--- src/ntfc_pkg.sv ---
package ntfc_pkg;

  // ==========================================================================
  // register map (byte addresses)
  localparam logic [7:0] NTFC_ADDR_FEATURE  = 8'h10;
  localparam logic [7:0] NTFC_ADDR_RINGLEN  = 8'h18;
  localparam logic [7:0] NTFC_ADDR_STATUS   = 8'h20;
  localparam logic [7:0] NTFC_ADDR_CONTROL  = 8'h24;

  // ==========================================================================
  // feature register fields
  localparam int NTFC_B_TEST     = 15;
  localparam int NTFC_B_BURSTDIS = 14;
  localparam int NTFC_B_TIMER    = 13;
  localparam int NTFC_B_POLLDIS  = 12;
  localparam int NTFC_B_MISSED_OVERFLOW_FLAG     = 9;
  localparam int NTFC_B_MISSED_OVERFLOW_MASK    = 8;
  localparam int NTFC_B_RCCO     = 5;
  localparam int NTFC_B_RCCOM    = 4;
  localparam int NTFC_B_TXB      = 3;
  localparam int NTFC_B_TXBM     = 2;
  localparam int NTFC_B_JAB      = 1;
  localparam int NTFC_B_JABBER_ERROR_MASK     = 0;

  // ring-length fields
  localparam int NTFC_TX_RING_LENGTH_CODE_LSB = 12;
  localparam int NTFC_RX_RING_LENGTH_CODE_LSB = 8;

  // control register fields
  localparam int NTFC_B_STOP = 0;
  localparam int NTFC_B_GLOBAL_INTERRUPT_ENABLE = 1;
  // status register fields
  localparam int NTFC_B_SUMMARY_INTERRUPT_FLAG    = 0;
  localparam int NTFC_B_TRANSMITTER_ON    = 1;
  localparam int NTFC_B_POLLREQ = 2;

  // ==========================================================================
  // reset values
  localparam logic [15:0] NTFC_FEATURE_RST = 16'h0115;
  localparam logic        NTFC_STOP_RST    = 1'b1;

  // ==========================================================================
  // carriers
  typedef struct packed {
    logic missedOverflow;
    logic collisionOverflow;
    logic transmitBegin;
    logic jabberDetect;
  } ntfc_event_t;

  typedef struct packed {
    logic burstCountDisable;
    logic busTimerEnable;
    logic pollEnable;
    logic testModeEnable;
  } ntfc_ctrl_t;

  typedef enum logic [1:0] {
    NTFC_IDLE   = 2'b00,
    NTFC_ACCESS = 2'b01
  } ntfc_state_t;

endpackage

--- src/ntfc_regs.sv ---
// Behaviour
// - zero to test bit locks until reset
// - burst-count disable bit, reset clears
// - bus timer enable bit, reset clears
// - poll disable stops automatic transmit polling
// - no polling while transmitter off
// - missed overflow flag set, W1C, stop clears
// - missed overflow mask, reset sets
// - reserved feature bits read zero
// - collision overflow flag set, W1C, stop clears
// - collision overflow mask, reset sets
// - transmit begin sets its flag
// - transmit begin raises irq when unmasked
// - transmit begin flag W1C, stop clears
// - transmit begin mask, reset sets
// - jabber flag only in twisted-pair mode
// - jabber raises irq when unmasked
// - jabber flag W1C, but set wins while condition persists
// - jabber mask, reset sets
// - capture tx ring code at init
// - capture rx ring code at init
// - ring copy readable only in stop, unwritable
// - summary flag from unmasked causes, gated irq
`timescale 1ns/100ps
module ntfc_regs
  import ntfc_pkg::*;
#(
  parameter int RING_CODE_W = 4
) (
  // clock and reset
  input  wire logic               clk_sys,
  input  wire logic               rstn,
  // apb slave
  input  wire logic               psel,
  input  wire logic               penable,
  input  wire logic               pwrite,
  input  wire logic [7:0]         paddr,
  input  wire logic [31:0]        pwdata,
  input  wire logic [3:0]         pstrb,
  output logic      [31:0]        prdata,
  output logic                    pready,
  output logic                    pslverr,
  // hardware events
  input  wire ntfc_pkg::ntfc_event_t hwEvent,
  input  wire logic               twistedPairMode,
  input  wire logic               transmitterOn,
  input  wire logic               pollTick,
  // initialization capture
  input  wire logic               initLoad,
  input  wire logic [RING_CODE_W-1:0] txRingCode,
  input  wire logic [RING_CODE_W-1:0] rxRingCode,
  // control outputs
  output ntfc_pkg::ntfc_ctrl_t    ctrlOut,
  output logic                    pollRequest,
  output logic                    irqOut
);
  import ntfc_pkg::*;

  initial begin
    if (RING_CODE_W != 4) $error("ring code width must be 4");
  end

  // ==========================================================================
  // reset synchroniser
  logic rstMeta_q;
  logic rstSync_q;
  always_ff @(posedge clk_sys or negedge rstn) begin
    if (!rstn) begin
      rstMeta_q <= 1'b0;
      rstSync_q <= 1'b0;
    end else begin
      rstMeta_q <= 1'b1;
      rstSync_q <= rstMeta_q;
    end
  end
  wire logic rstnS = rstSync_q;

  // ==========================================================================
  // apb decode
  ntfc_state_t state_q;
  wire logic access = psel && penable && (state_q == NTFC_ACCESS);
  wire logic wrLow  = access && pwrite && pstrb[0];
  wire logic wrHigh = access && pwrite && pstrb[1];
  wire logic isFeat = (paddr == NTFC_ADDR_FEATURE);
  wire logic isRing = (paddr == NTFC_ADDR_RINGLEN);
  wire logic isStat = (paddr == NTFC_ADDR_STATUS);
  wire logic isCtrl = (paddr == NTFC_ADDR_CONTROL);
  wire logic mapped = isFeat || isRing || isStat || isCtrl;

  function automatic logic w1c(input logic flag, input logic setEv, input logic clr,
                               input logic stopSet);
    // set wins over any clear
    if (setEv) return 1'b1;
    if (clr || stopSet) return 1'b0;
    return flag;
  endfunction

  always_ff @(posedge clk_sys or negedge rstnS) begin
    if (!rstnS) begin
      state_q <= NTFC_IDLE;
    end else begin
      case (state_q)
        NTFC_IDLE:   state_q <= (psel && !penable) ? NTFC_ACCESS : NTFC_IDLE;
        NTFC_ACCESS: state_q <= (psel && !penable) ? NTFC_ACCESS : NTFC_IDLE;
        default:     state_q <= NTFC_IDLE;
      endcase
    end
  end

  // ==========================================================================
  // control register: stop and global enable
  logic stop_q;
  logic global_interrupt_enable_q;
  wire logic stopWr = wrLow && isCtrl && pwdata[NTFC_B_STOP];
  always_ff @(posedge clk_sys or negedge rstnS) begin
    if (!rstnS) begin
      stop_q <= NTFC_STOP_RST;
      global_interrupt_enable_q <= 1'b0;
    end else if (wrLow && isCtrl) begin
      stop_q <= pwdata[NTFC_B_STOP];
      global_interrupt_enable_q <= pwdata[NTFC_B_GLOBAL_INTERRUPT_ENABLE];
    end
  end

  // ==========================================================================
  // feature register
  logic [15:0] feat_q;
  logic        firstDone_q;
  logic        testLock_q;
  logic        testEn_q;
  logic        burstDis_q;
  logic        timerEn_q;
  logic        pollDis_q;
  logic        missed_overflow_flag_q;
  logic        missed_overflow_mask_q;
  logic        rcco_q;
  logic        rccom_q;
  logic        txb_q;
  logic        txbm_q;
  logic        jab_q;
  logic        jabber_error_mask_q;
  wire logic   featWrLo = wrLow && isFeat;
  wire logic   featWrHi = wrHigh && isFeat;

  always_ff @(posedge clk_sys or negedge rstnS) begin
    if (!rstnS) begin
      testEn_q    <= 1'b0;
      firstDone_q <= 1'b0;
      testLock_q  <= 1'b0;
    end else if (featWrHi) begin
      firstDone_q <= 1'b1;
      if (!pwdata[NTFC_B_TEST]) begin
        testEn_q   <= 1'b0;
        testLock_q <= 1'b1;
      end else if (!firstDone_q && !testLock_q) begin
        testEn_q <= 1'b1;
      end
    end
  end

  always_ff @(posedge clk_sys or negedge rstnS) begin
    if (!rstnS) begin
      burstDis_q <= NTFC_FEATURE_RST[NTFC_B_BURSTDIS];
      timerEn_q  <= NTFC_FEATURE_RST[NTFC_B_TIMER];
      pollDis_q  <= NTFC_FEATURE_RST[NTFC_B_POLLDIS];
    end else if (featWrHi) begin
      burstDis_q <= pwdata[NTFC_B_BURSTDIS];
      timerEn_q  <= pwdata[NTFC_B_TIMER];
      pollDis_q  <= pwdata[NTFC_B_POLLDIS];
    end
  end

  always_ff @(posedge clk_sys or negedge rstnS) begin
    if (!rstnS) begin
      missed_overflow_mask_q <= NTFC_FEATURE_RST[NTFC_B_MISSED_OVERFLOW_MASK];
      rccom_q <= NTFC_FEATURE_RST[NTFC_B_RCCOM];
      txbm_q  <= NTFC_FEATURE_RST[NTFC_B_TXBM];
      jabber_error_mask_q  <= NTFC_FEATURE_RST[NTFC_B_JABBER_ERROR_MASK];
    end else begin
      if (featWrHi) missed_overflow_mask_q <= pwdata[NTFC_B_MISSED_OVERFLOW_MASK];
      if (featWrLo) begin
        rccom_q <= pwdata[NTFC_B_RCCOM];
        txbm_q  <= pwdata[NTFC_B_TXBM];
        jabber_error_mask_q  <= pwdata[NTFC_B_JABBER_ERROR_MASK];
      end
    end
  end

  always_ff @(posedge clk_sys or negedge rstnS) begin
    if (!rstnS) begin
      missed_overflow_flag_q <= 1'b0;
      rcco_q <= 1'b0;
      txb_q  <= 1'b0;
      jab_q  <= 1'b0;
    end else begin
      missed_overflow_flag_q <= w1c(missed_overflow_flag_q, hwEvent.missedOverflow,
                    featWrHi && pwdata[NTFC_B_MISSED_OVERFLOW_FLAG], stopWr);
      rcco_q <= w1c(rcco_q, hwEvent.collisionOverflow,
                    featWrLo && pwdata[NTFC_B_RCCO], stopWr);
      txb_q  <= w1c(txb_q, hwEvent.transmitBegin,
                    featWrLo && pwdata[NTFC_B_TXB], stopWr);
      jab_q  <= w1c(jab_q, hwEvent.jabberDetect && twistedPairMode,
                    featWrLo && pwdata[NTFC_B_JAB], stopWr);
    end
  end

  always_comb begin
    feat_q                  = 16'h0000;
    feat_q[NTFC_B_TEST]     = testEn_q;
    feat_q[NTFC_B_BURSTDIS] = burstDis_q;
    feat_q[NTFC_B_TIMER]    = timerEn_q;
    feat_q[NTFC_B_POLLDIS]  = pollDis_q;
    feat_q[NTFC_B_MISSED_OVERFLOW_FLAG]     = missed_overflow_flag_q;
    feat_q[NTFC_B_MISSED_OVERFLOW_MASK]    = missed_overflow_mask_q;
    feat_q[NTFC_B_RCCO]     = rcco_q;
    feat_q[NTFC_B_RCCOM]    = rccom_q;
    feat_q[NTFC_B_TXB]      = txb_q;
    feat_q[NTFC_B_TXBM]     = txbm_q;
    feat_q[NTFC_B_JAB]      = jab_q;
    feat_q[NTFC_B_JABBER_ERROR_MASK]     = jabber_error_mask_q;
  end

  // ==========================================================================
  // ring-length copy
  logic [RING_CODE_W-1:0] tx_ring_length_code_q;
  logic [RING_CODE_W-1:0] rx_ring_length_code_q;
  always_ff @(posedge clk_sys or negedge rstnS) begin
    if (!rstnS) begin
      tx_ring_length_code_q <= '0;
      rx_ring_length_code_q <= '0;
    end else if (initLoad) begin
      tx_ring_length_code_q <= txRingCode;
      rx_ring_length_code_q <= rxRingCode;
    end
  end

  // ==========================================================================
  // summary interrupt
  // unmasked causes
  wire logic summary =
      (feat_q[NTFC_B_MISSED_OVERFLOW_FLAG] && !feat_q[NTFC_B_MISSED_OVERFLOW_MASK]) ||
      (feat_q[NTFC_B_RCCO] && !feat_q[NTFC_B_RCCOM]) ||
      (feat_q[NTFC_B_TXB]  && !feat_q[NTFC_B_TXBM])  ||
      (feat_q[NTFC_B_JAB]  && !feat_q[NTFC_B_JABBER_ERROR_MASK]);

  always_ff @(posedge clk_sys or negedge rstnS) begin
    if (!rstnS) irqOut <= 1'b0;
    else        irqOut <= summary && global_interrupt_enable_q;
  end

  // ==========================================================================
  // polling and control outputs
  // poll gate
  always_ff @(posedge clk_sys or negedge rstnS) begin
    if (!rstnS) begin
      pollRequest <= 1'b0;
      ctrlOut     <= '0;
    end else begin
      pollRequest <= pollTick && transmitterOn && !feat_q[NTFC_B_POLLDIS] && !stop_q;
      ctrlOut.burstCountDisable <= feat_q[NTFC_B_BURSTDIS];
      ctrlOut.busTimerEnable    <= feat_q[NTFC_B_TIMER];
      ctrlOut.pollEnable        <= !feat_q[NTFC_B_POLLDIS];
      ctrlOut.testModeEnable    <= feat_q[NTFC_B_TEST];
    end
  end

  // ==========================================================================
  // read path
  logic [31:0] rdata_d;
  always_comb begin
    rdata_d = 32'h0000_0000;
    if (isFeat) rdata_d[15:0] = feat_q;
    if (isRing && stop_q) rdata_d = {16'h0000, tx_ring_length_code_q, rx_ring_length_code_q, 8'h00};
    if (isStat) begin
      rdata_d[NTFC_B_SUMMARY_INTERRUPT_FLAG]    = summary;
      rdata_d[NTFC_B_TRANSMITTER_ON]    = transmitterOn;
      rdata_d[NTFC_B_POLLREQ] = pollRequest;
    end
    if (isCtrl) begin
      rdata_d[NTFC_B_STOP] = stop_q;
      rdata_d[NTFC_B_GLOBAL_INTERRUPT_ENABLE] = global_interrupt_enable_q;
    end
  end

  // pready is asserted in the setup cycle's following edge: zero wait
  always_ff @(posedge clk_sys or negedge rstnS) begin
    if (!rstnS) begin
      prdata  <= 32'h0000_0000;
      pready  <= 1'b0;
      pslverr <= 1'b0;
    end else begin
      pready  <= psel && !penable;
      pslverr <= psel && !penable && !mapped;
      prdata  <= (psel && !penable && !pwrite) ? rdata_d : 32'h0000_0000;
    end
  end

  // ==========================================================================
  // checks
  // irq follows summary
  irq_gate_a: assert property (@(posedge clk_sys) disable iff (!rstnS)
    irqOut == $past(summary && global_interrupt_enable_q)) else $error("irq mismatch");
  txb_clear_a: assert property (@(posedge clk_sys) disable iff (!rstnS)
    (featWrLo && pwdata[NTFC_B_TXB] && !hwEvent.transmitBegin) |=> !feat_q[NTFC_B_TXB])
    else $error("tx begin not cleared");
  set_wins_a: assert property (@(posedge clk_sys) disable iff (!rstnS)
    hwEvent.missedOverflow |=> feat_q[NTFC_B_MISSED_OVERFLOW_FLAG]) else $error("missed set lost");
  jab_mode_a: assert property (@(posedge clk_sys) disable iff (!rstnS)
    $rose(feat_q[NTFC_B_JAB]) |-> $past(twistedPairMode)) else $error("jabber bad mode");
  test_lock_a: assert property (@(posedge clk_sys) disable iff (!rstnS)
    testLock_q |-> !feat_q[NTFC_B_TEST]) else $error("test set after lock");
  poll_transmitter_on_a: assert property (@(posedge clk_sys) disable iff (!rstnS)
    pollRequest |-> $past(transmitterOn)) else $error("poll with tx off");
  resv_zero_a: assert property (@(posedge clk_sys) disable iff (!rstnS)
    (pready && isFeat && !pwrite) |-> prdata[7:6] == 2'b00) else $error("reserved set");
  stop_clear_a: assert property (@(posedge clk_sys) disable iff (!rstnS)
    (stopWr && !hwEvent.collisionOverflow) |=> !feat_q[NTFC_B_RCCO])
    else $error("stop kept flag");
  ring_cap_a: assert property (@(posedge clk_sys) disable iff (!rstnS)
    initLoad |=> tx_ring_length_code_q == $past(txRingCode)) else $error("ring not captured");

  irq_seen_c: cover property (@(posedge clk_sys) disable iff (!rstnS) $rose(irqOut));
  test_on_c:  cover property (@(posedge clk_sys) disable iff (!rstnS) feat_q[NTFC_B_TEST]);
  poll_c:     cover property (@(posedge clk_sys) disable iff (!rstnS) pollRequest);
  clash_c:    cover property (@(posedge clk_sys) disable iff (!rstnS)
    hwEvent.jabberDetect && twistedPairMode && featWrLo && pwdata[NTFC_B_JAB]);

endmodule // ntfc_regs

--- config.mk ---
export PLATFORM = sky130hd
export DESIGN_NAME = ntfc_regs
export DESIGN_NICKNAME = d
export VERILOG_FILES = /design/src/ntfc_pkg.sv /design/src/ntfc_regs.sv
export SDC_FILE = /design/constraint.sdc
export NUM_CORES = 1
export LEC_CHECK = 0
export BUFFER_PORTS_ARGS = -buffer_cell sky130_fd_sc_hd__buf_2
export CAP_MARGIN = 30
export CORE_MARGIN = 3
export CORE_UTILIZATION = 40
export CTS_CLUSTER_SIZE = 40
export DETAILED_ROUTE_END_ITERATION = 10
export GPL_ROUTABILITY_DRIVEN = 0
export GPL_TIMING_DRIVEN = 0
export HOLD_SLACK_MARGIN = 0.02
export PLACE_DENSITY = 0.75
export RECOVER_POWER = 100
export SLEW_MARGIN = 20
export SYNTH_ARGS = -nofsm -noshare
export SYNTH_HDL_FRONTEND = slang
export SYNTH_SLANG_ARGS = --single-unit
--- constraint.sdc ---
create_clock -name clk_sys -period 1.3 [get_ports clk_sys]
set_input_delay 0.195 -clock clk_sys [delete_from_list [all_inputs] [get_ports clk_sys]]
set_output_delay 0.195 -clock clk_sys [all_outputs]
set_load 0.05 [all_outputs]
# ---- After elaboration in Yosys (flattened, before gate mapping)
# Index checks and enable logic that the tools add are counted.
dict set report op_classes {
  n_eq_ne 6
  n_mux 37
  bitwise 1
  reduce_logical 56
}
# operator count
set ops {}
lappend ops {{$mux 1} 32}
lappend ops {{$mux 16} 2}
lappend ops {{$mux 32} 1}
lappend ops {{$logic_and 1x1->1} 27}
lappend ops {{$eq 8x5->1 const B} 2}
lappend ops {{$eq 8x6->1 const B} 2}
lappend ops {{$logic_not 1->1} 11}
lappend ops {{$logic_or 1x1->1} 10}
lappend ops {{$reduce_bool 2->1} 4}
lappend ops {{$reduce_and 2->1} 2}
lappend ops {{$mux 3} 1}
lappend ops {{$eq 2x1->1 const B} 1}
lappend ops {{$logic_not 2->1} 1}
lappend ops {{$mux 2} 1}
lappend ops {{$ne 2x1->1 const B} 1}
lappend ops {{$reduce_or 2->1} 1}
lappend ops {{$not 1->1} 1}
dict set report totals {
  reg_bits 68
  input_bits 65
  output_inout_bits 40
  wordCells 130
}

# ---- Depth between registers and ports, before layout
# Gate-level depths: netlist (run 1).
dict set report logic_depth {
  ltp_word 11
  depth_mapped 5
  mapped_depth_nobuf 4
}

# ---- Least setup slack after synthesis (run 1)
# No wires, ideal clock.
dict set report synth_timing {
  path_kind {input-to-reg}
  from {input paddr[7]}
  to {register burstDis_q}
  arrival_ns 1.654
  required_ns 1.173
  setup_slack_ns -0.482
  cell_stages 5
  n_path_buf 1
  cell_sequence {or3_4 > nor4_4 > and3_1 > buf_4 > mux2_1}
}
dict set report synth_via {
  elab_chain_len 2
}
# element line_no
set synth_lines {}
lappend synth_lines {{from (decl)} ntfc_regs.sv:37} ;# input wire logic [7:0] paddr,
lappend synth_lines {{$eq 8x5->1} ntfc_regs.sv:84} ;# wire logic isFeat = (paddr == NTFC_ADDR_FEATURE);
lappend synth_lines {{$logic_and 1x1->1} ntfc_regs.sv:143} ;# wire logic featWrHi = wrHigh && isFeat;
lappend synth_lines {{to (signal assigned)} ntfc_regs.sv:163} ;# burstDis_q <= NTFC_FEATURE_RST[NTFC_B_BURSTDIS];
lappend synth_lines {{to (signal assigned)} ntfc_regs.sv:167} ;# burstDis_q <= pwdata[NTFC_B_BURSTDIS];
lappend synth_lines {{to (decl)} ntfc_regs.sv:131} ;# logic burstDis_q;
# Every way passes these cells.
# A chain may end at the register's enable or synchronous reset.

# ---- Worst setup path in the final report (run 1)
dict set report layout_timing {
  from {input paddr[6]}
  to {register timerEn_q}
}
dict set report layout_via {
  elab_chain_len 2
}
# element line_no
set layout_lines {}
lappend layout_lines {{$eq 8x5->1} ntfc_regs.sv:84}
lappend layout_lines {{$logic_and 1x1->1} ntfc_regs.sv:143}
lappend layout_lines {{to (signal assigned)} ntfc_regs.sv:164} ;# timerEn_q <= NTFC_FEATURE_RST[NTFC_B_TIMER];
lappend layout_lines {{to (signal assigned)} ntfc_regs.sv:168} ;# timerEn_q <= pwdata[NTFC_B_TIMER];
lappend layout_lines {{to (decl)} ntfc_regs.sv:132} ;# logic timerEn_q;
# Every way passes these cells.

==> results.md, run 1 <==
- Max-cap violations: 0
- Fin util: about 58%
- Synth area leaders: dfrtp_1, buf_4, mux2_2
- Ys Warns: 0
- Flops & latches, synth: between 40 and 50
- Port bufs: 63
- Total number of vias: 1571
- Min-delay worst type: input pin to flop
- Dpl cell area: 2530 µm²
- Initial antenna violation count: 0
- HPWL after detailed placement: 3350 µm
- P_sw: 768 µW
- Share of cells above drive strength 1: a little over half
- Global-route wire length before repair: about 7600 µm
- Post-synthesis xor/xnor area fraction: 0%
- Largest family of logic cells by synthesized area: simple AND/OR/NAND/NOR gates
- Die Span Y: 77.6 µm
- CP Depth: 5
- Ant diodes: 0
- Syn Area/Cell: 12.4 µm²
- Reg2Reg Depth: 3
- Root Buffer Master: clkbuf_8
- CP max-delay cell: or3_4
- # H-tree levels: 2
- Core ar.: between 4000 and 5000 µm²
- Post-synth top flop: dfrtp_1
- Post-Synth Simple-Gate Area: 15.0%
- Post-synthesis compound-gate area fraction: between 8 and 9%
- Status: finished with violations
- Initial Util: 42.3%
- Mux contribution to synthesized area: 8.78%
- Period utilization: 106%
- # DRC: 0
- R2R setup slack: around 10 ps
- Clock skew: roughly 6.1 ps
- Leak pwr: around 1.4 nW
- WHS: about 83 ps
- Leading area contributor after synthesis: dfrtp_1
- Clock share of power: a little under a third
- Max clock buf depth: 2
- Reg2reg end: timerEn_q
- Commonest non-fill, non-tap cells in the layout: dfrtp_1, buf_2, buf_4
- Initial DRC count: 53
- Slew Limit Fails: 0
- Post-DR vias/cell: between 4 and 5
- Slowest Stage Delay on Critical Path: ~400 ps
- Die ar.: 6030 µm²
- Cell family with most CP delay: simple AND/OR/NAND/NOR gates
- Worst Setup Path Type: input pin to flop
- Crit end category: flop
- Vias in the first global route: around 1500
- RSZ-0062 raised after global routing: yes
- Area Overhead vs Synth: 35.9%
- Gate Count Post-Synth: between 150 and 200
- Worst vdd ir: slightly above 0.4 mV
- Fill cells: about 440
- Number of setup violations in the final report: 11
- CTS Buf Count: 5
- Largest net degree at the start of global routing: between 40 and 50
- Final setup TNS: -494 ps
- TritonCTS Sinks: 48
- Yosys cell types: 37
- NumNets Final: 328
- Worst setup endpoint: timerEn_q
- Logic pwr share: between 10 and 15%
- Fmax: 723 MHz
- Antenna viol nets, final: 0
- R2r startpoint: state_q[0]
- IO Pins: ~110
- PwrDens: a little over 1000 nW/µm²
- Post-Route WL: 4750 µm
- Crit path required time: 1490 ps
- Grt ovf: 0
- Row count: 25
- EDFF count, synth: 0
- Sequential fraction of the synthesis area: 58.8%
- CP cell instances: buf_8, or3_4, nor4_4, and3_4, mux2_4
- Ys async rst share: 100%
- Crit. Startpoint: paddr[6]
- Critical Path Fanout Max: 6
- Drt first pass iters: 4
- Post-Place Setup Slack: -830 ps
- Worst Path Buf+Inv: 1
- Commonest non-fill, non-tap cell in the layout: dfrtp_1
- Skew-Pair Late Insertion Delay: around 300 ps
- Die Wd: ~78 µm
- CTS clk-pin slew, worst paths: roughly 90 ps
- Wire per inst: 14.3 µm
- Switching share of total power: between 20% and 30%
- P_int: 2.05 mW
- Final Hold Fails: 0
- Violated checks: setup timing
- Critical Path AT: approximately 1600 ps
- Worst setup margin: -82.2 ps
- Final min period: 1380 ps
- Post-synth top area share: between 50 and 60%
- Final std cell area, no fill: 2790 µm²
- Critical Path Source Type: input pin
- Sequential power share: between 50% and 60%
- CTS tree: done
- Post-synthesis adder-cell area fraction: 0%
- GRT Total Usage: around 16%
- Mapped Area: about 2000 µm²
timing repair:
| action | in CTS | in global routing |
|---|---|---|
| gates resized for setup | 14 | 11 |
| hold endpoints to repair | 2 | 0 |
| setup buffers | 9 | 1 |
| pin swaps | 15 | 2 |
| cloned | 0 | 0 |
| hold buffers | 1 | 0 |
| setup endpoints to repair | 26 | 27 |
through the flow:
stage | cells | total power [mW]
6_report | 331 | 2.82
5_1_grt | 331 | 2.94
4_1_cts | 330 | 2.82
3_5_place_dp | 313 | 1.93
3_3_place_gp | 313 | 1.93
2_1_floorplan | 183 | 1.83
how the worst min path moves through the flow:
stage               startpoint                      to  slack (ps)  depth (start not counted)
floorplan                 rstn               rstMeta_q        -100                          0
global placement          rstn               rstMeta_q         -20                          1
detailed placement        rstn               rstMeta_q         -20                          1
CTS                 hwEvent[3]  missed_overflow_flag_q          80                          2
global route        hwEvent[3]  missed_overflow_flag_q          70                          2
finish              hwEvent[3]  missed_overflow_flag_q          80                          2
cell usage after synthesis, types with 2 or more instances:
cell type and instances:
a21oi_1 3, nor4_2 2, nor3_1 2, nand2_1 3
inv_1 6, mux2_2 12, conb_1 2, dfrtp_1 43
and2_1 2, nand2b_1 6, a22oi_1 6, or2_2 2
buf_4 19, nand3_1 3, nand4_1 5, a31o_2 3
and3_1 8, mux2_1 4, nor2_1 10, o21ai_0 4
dfstp_2 5
flip-flops by register name, indices dropped and copies added (netlist names), 4 cells and up:
| name | count |
|---|---|
| prdata | 14 |
| ctrlOut | 4 |
| rx_ring_length_code_q | 4 |
| tx_ring_length_code_q | 4 |
logic make-up (layout without fill, tap and decap cells):
logic type             Yosys count  count (layout)
DFF                             48              48
muxes                           16              16
buffers and inverters           27             108
and+or+nand+nor                 49              49
other                            2              19
AOI/OAI and AO/OA               24              24
routing by layer:
| layer | part of all wire [%] | track usage [%] | vias up |
|---|---|---|---|
| li1 | - | - | 747 |
| met3 | 5.0 | 4.41 | 10 |
| met2 | 50 | 25.3 | 59 |
| met4 | 1.3 | 4.63 | 0 |
| met1 | 44 | 21.5 | 755 |
| met5 | 0 | 0 | - |
power by group through the flow:
stage	logic (mW)	registers [mW]	clock network (mW)
after floorplan	0.220	1.61	0
after global placement	0.332	1.60	0
after detailed placement	0.333	1.60	0
after CTS	0.357	1.57	0.890
after global routing	0.416	1.56	0.960
final	0.390	1.55	0.874
final cells by class:
| class | instances | area [µm²] | share of cell area, % |
|---|---|---|---|
| sequential | 48 | 1210 | 43.4 |
| tap | 67 | 83.8 | 3.00 |
| timing repair buffer | 75 | 428 | 15.3 |
| clock inverter | 2 | 12.5 | 0.448 |
| clock buffer | 6 | 72.6 | 2.60 |
| multi-input combinational | 108 | 822 | 29.5 |
| inverter | 6 | 22.5 | 0.807 |
| buffer | 19 | 139 | 4.98 |
worst register-to-register path, cell delays in order, from the launching register on:
cell     delay, ps
dfrtp_2        360
and4_4         260
and3_4         260
mux2_4         310
Note: power is estimated with default switching activity, not from simulation.
==> inputs of run 2 (changes only) <==
--- a/config.mk
+++ b/config.mk
@@ -14,7 +14,7 @@
 export GPL_ROUTABILITY_DRIVEN = 0
 export GPL_TIMING_DRIVEN = 0
 export HOLD_SLACK_MARGIN = 0.02
-export PLACE_DENSITY = 0.75
+export PLACE_DENSITY = 0.84
 export RECOVER_POWER = 100
 export SLEW_MARGIN = 20
 export SYNTH_ARGS = -nofsm -noshare
==> run 2 against run 1 <==
  * Core utilization increased by 2.8 points
  * First-iteration DRC count increased by 40%
  * Fmax decreased by 2.3%
  * Wire length increased by 2.3%
  * Sequential power about the same
  * Critical path type unchanged
  * Combinational power increased by 2%
  * Cell area increased by 4.8%
  * Register-to-register slack got worse by 120 ps
  * Largest cell class unchanged
  * The run still ends with setup timing left
==> results.md, run 2 (synthesis gave the netlist of run 1 again) <==
- Status: finished with violations
- Violated checks: setup timing
- NumNets Final: 333 (+1.5%)
- Switching share of total power: 23.9% (-3.3 points)
- Initial Util: 42.3% (unchanged)
- Slew at the pin with the worst max-slew slack: just under 900 ps
- Clock share of power: 36.9% (+5.9 points)
- Min-delay worst type: input pin to flop
- Core ar.: 4850 µm² (unchanged)
- CTS clk-pin slew, worst paths: 90 ps (about the same)
- Leak pwr: 1.49 nW (+5.0%)
- Fill cells: 393 (-9.7%)
- IO Pins: 105 (unchanged)
- CTS tree: done
- Wire per inst: 14.4 µm (+0.73%)
- Initial DRC count: 74 (+40%)
- Slew Limit Fails: 0 (unchanged)
- Die ar.: 6030 µm² (unchanged)
- GRT Total Usage: 15.8% (-0.18 points)
- PwrDens: 1060 nW/µm² (+5.0%)
- Max clock buf depth: 2 (unchanged)
- Root Buffer Master: clkbuf_8
- Final min period: 1420 ps (+33.1 ps)
- Grt ovf: 0 (unchanged)
- Final Hold Fails: 0 (unchanged)
- HPWL after detailed placement: 3410 µm (+1.7%)
- Global-route wire length before repair: 7450 µm (-1.7%)
- Post-Place Setup Slack: -882 ps (-52.3 ps)
- Worst setup margin: -115 ps (-33.1 ps)
- Critical Path Source Type: input pin
- CTS Buf Count: 5 (unchanged)
- Skew-Pair Late Insertion Delay: 290 ps (about the same)
- Fmax: 707 MHz (-2.3%)
- Initial antenna violation count: 0 (unchanged)
- Area of the multi-input gates: 855 µm² (+4.0%)
- # H-tree levels: 2 (unchanged)
- Vias in the first global route: 1525 (-1.4%)
- RSZ-0062 raised after global routing: yes
- Drt first pass iters: 4 (unchanged)
- Worst vdd ir: 0.542 mV (+33%)
- # DRC: 0 (unchanged)
- P_int: 2.36 mW (+15%)
- Clock skew: 7.59 ps (+1.53 ps)
- Sequential power share: 50.2% (-4.9 points)
- Top sig layer: met4
- CP max-delay cell: or4_4
- Max-cap violations: 0 (unchanged)
- Die Span Y: 77.6 µm (unchanged)
- Logic pwr share: 12.9% (-0.9 points)
- Rel. slew slack: 41.8%
- Port bufs: 63 (unchanged)
- CP cell instances: buf_8, or4_4, nor4_4, buf_4, nand4_1, a32o_1
- Post-DR vias/cell: 4.73 (-0.42%)
- Critical Path AT: 1610 ps (+40 ps)
- Area Overhead vs Synth: 42.5%
- Dpl cell area: 2530 µm² (unchanged)
- M1 WL: 2090 µm (+0.43%)
- Met2 wire len: 2410 µm (+1.9%)
- Worst Setup Path Type: input pin to flop
- R2R setup slack: -110 ps (-120 ps)
- TritonCTS Sinks: 48 (unchanged)
- Antenna viol nets, final: 0 (unchanged)
- Total number of vias: 1588 (+1.1%)
- Crit path required time: 1490 ps (about the same)
- Fin cells: 336 (+1.5%)
- Period utilization: 109% (+2.5 points)
- Row count: 25 (unchanged)
- Crit end category: flop
- FF+latch area: 1210 µm² (-0.10%)
- Placed cells: 313 (unchanged)
- Max reg flops: 14 (unchanged)
- Largest net degree at the start of global routing: 47 (unchanged)
- Slowest Stage Delay on Critical Path: 550 ps (+150 ps)
- Final std cell area, no fill: 2930 µm² (+4.8%)
- Commonest non-fill, non-tap cell in the layout: dfrtp_1
- Ant diodes: 0 (unchanged)
- Share of cells above drive strength 1: 54.3% (+1.6 points)
- WHS: 83.9 ps (+0.463 ps)
- P_sw: 743 µW (-3.3%)
- Critical Path Fanout Max: 5 (-1)
- Met3 wire len: 275 µm (+16%)
- Biggest register: prdata
- Number of setup violations in the final report: 18 (+7)
- Post-Route WL: 4850 µm (+2.3%)
- Total power: 3.10 mW (+10%)
- Die Wd: 77.6 µm (unchanged)
- Commonest non-fill, non-tap cells in the layout: dfrtp_1, buf_2, buf_4
run 2: metal layers:
layer / track usage, % / vias to the layer above
met5: 0 / -
met4: 3.20 / 0
met3: 4.41 / 8
met2: 27.3 / 62
met1: 19.8 / 761
li1: - / 757
run 2: worst max-delay path, delay by kind of cell:
kind,cells,cell delay (ps)
buffers and inverters,2,290
and+or+nand+nor,3,910
AOI/OAI and AO/OA,1,220
run 2: worst paths after layout:
| kind | cells after the start | end | start |
|---|---|---|---|
| worst max-delay path | 6 | jab_q | paddr[6] |
| worst min-delay path | 2 | txb_q | hwEvent[1] |
| worst max register to register | 5 | firstDone_q | state_q[0] |
| worst min register to register | 0 | rstSync_q | rstMeta_q |
| max in group asynchronous | 1 | state_q[0] | rstSync_q |
| min in group asynchronous | 2 | rstSync_q | rstn |
run 2: power by group through the flow:
stage               sequential, mW  clock (mW)  combinational (mW)
global route                  1.56        1.24               0.427
CTS                           1.57        1.17               0.365
detailed placement            1.60           0               0.337
global placement              1.60           0               0.331
floorplan                     1.61           0               0.220
finish                        1.56        1.14               0.399
run 2: layout make-up:
cell class,count,area share (%)
inverter,6,0.770
buffer,20,5.13
timing repair buffer,79,16.4
sequential,48,41.3
multi-input combinational,108,29.2
clock buffer,7,3.29
tap,67,2.87
clock inverter,1,1.03
run 2: stage by stage:
stage,setup TNS (ps),util (%)
floorplan,-6170,-
global placement,-16030,52.3
detailed placement,-17270,52.3
CTS,-759,58.5
global route,-1850,60.3
finish,-1240,60.3
run 2: repair_timing:
action,in CTS,in global routing
endpoints found under the setup margin,26,24
pin swaps,18,7
cloned,0,0
gates resized for setup,24,10
hold buffers,1,0
buffers inserted,11,3
endpoints found under the hold margin,2,0
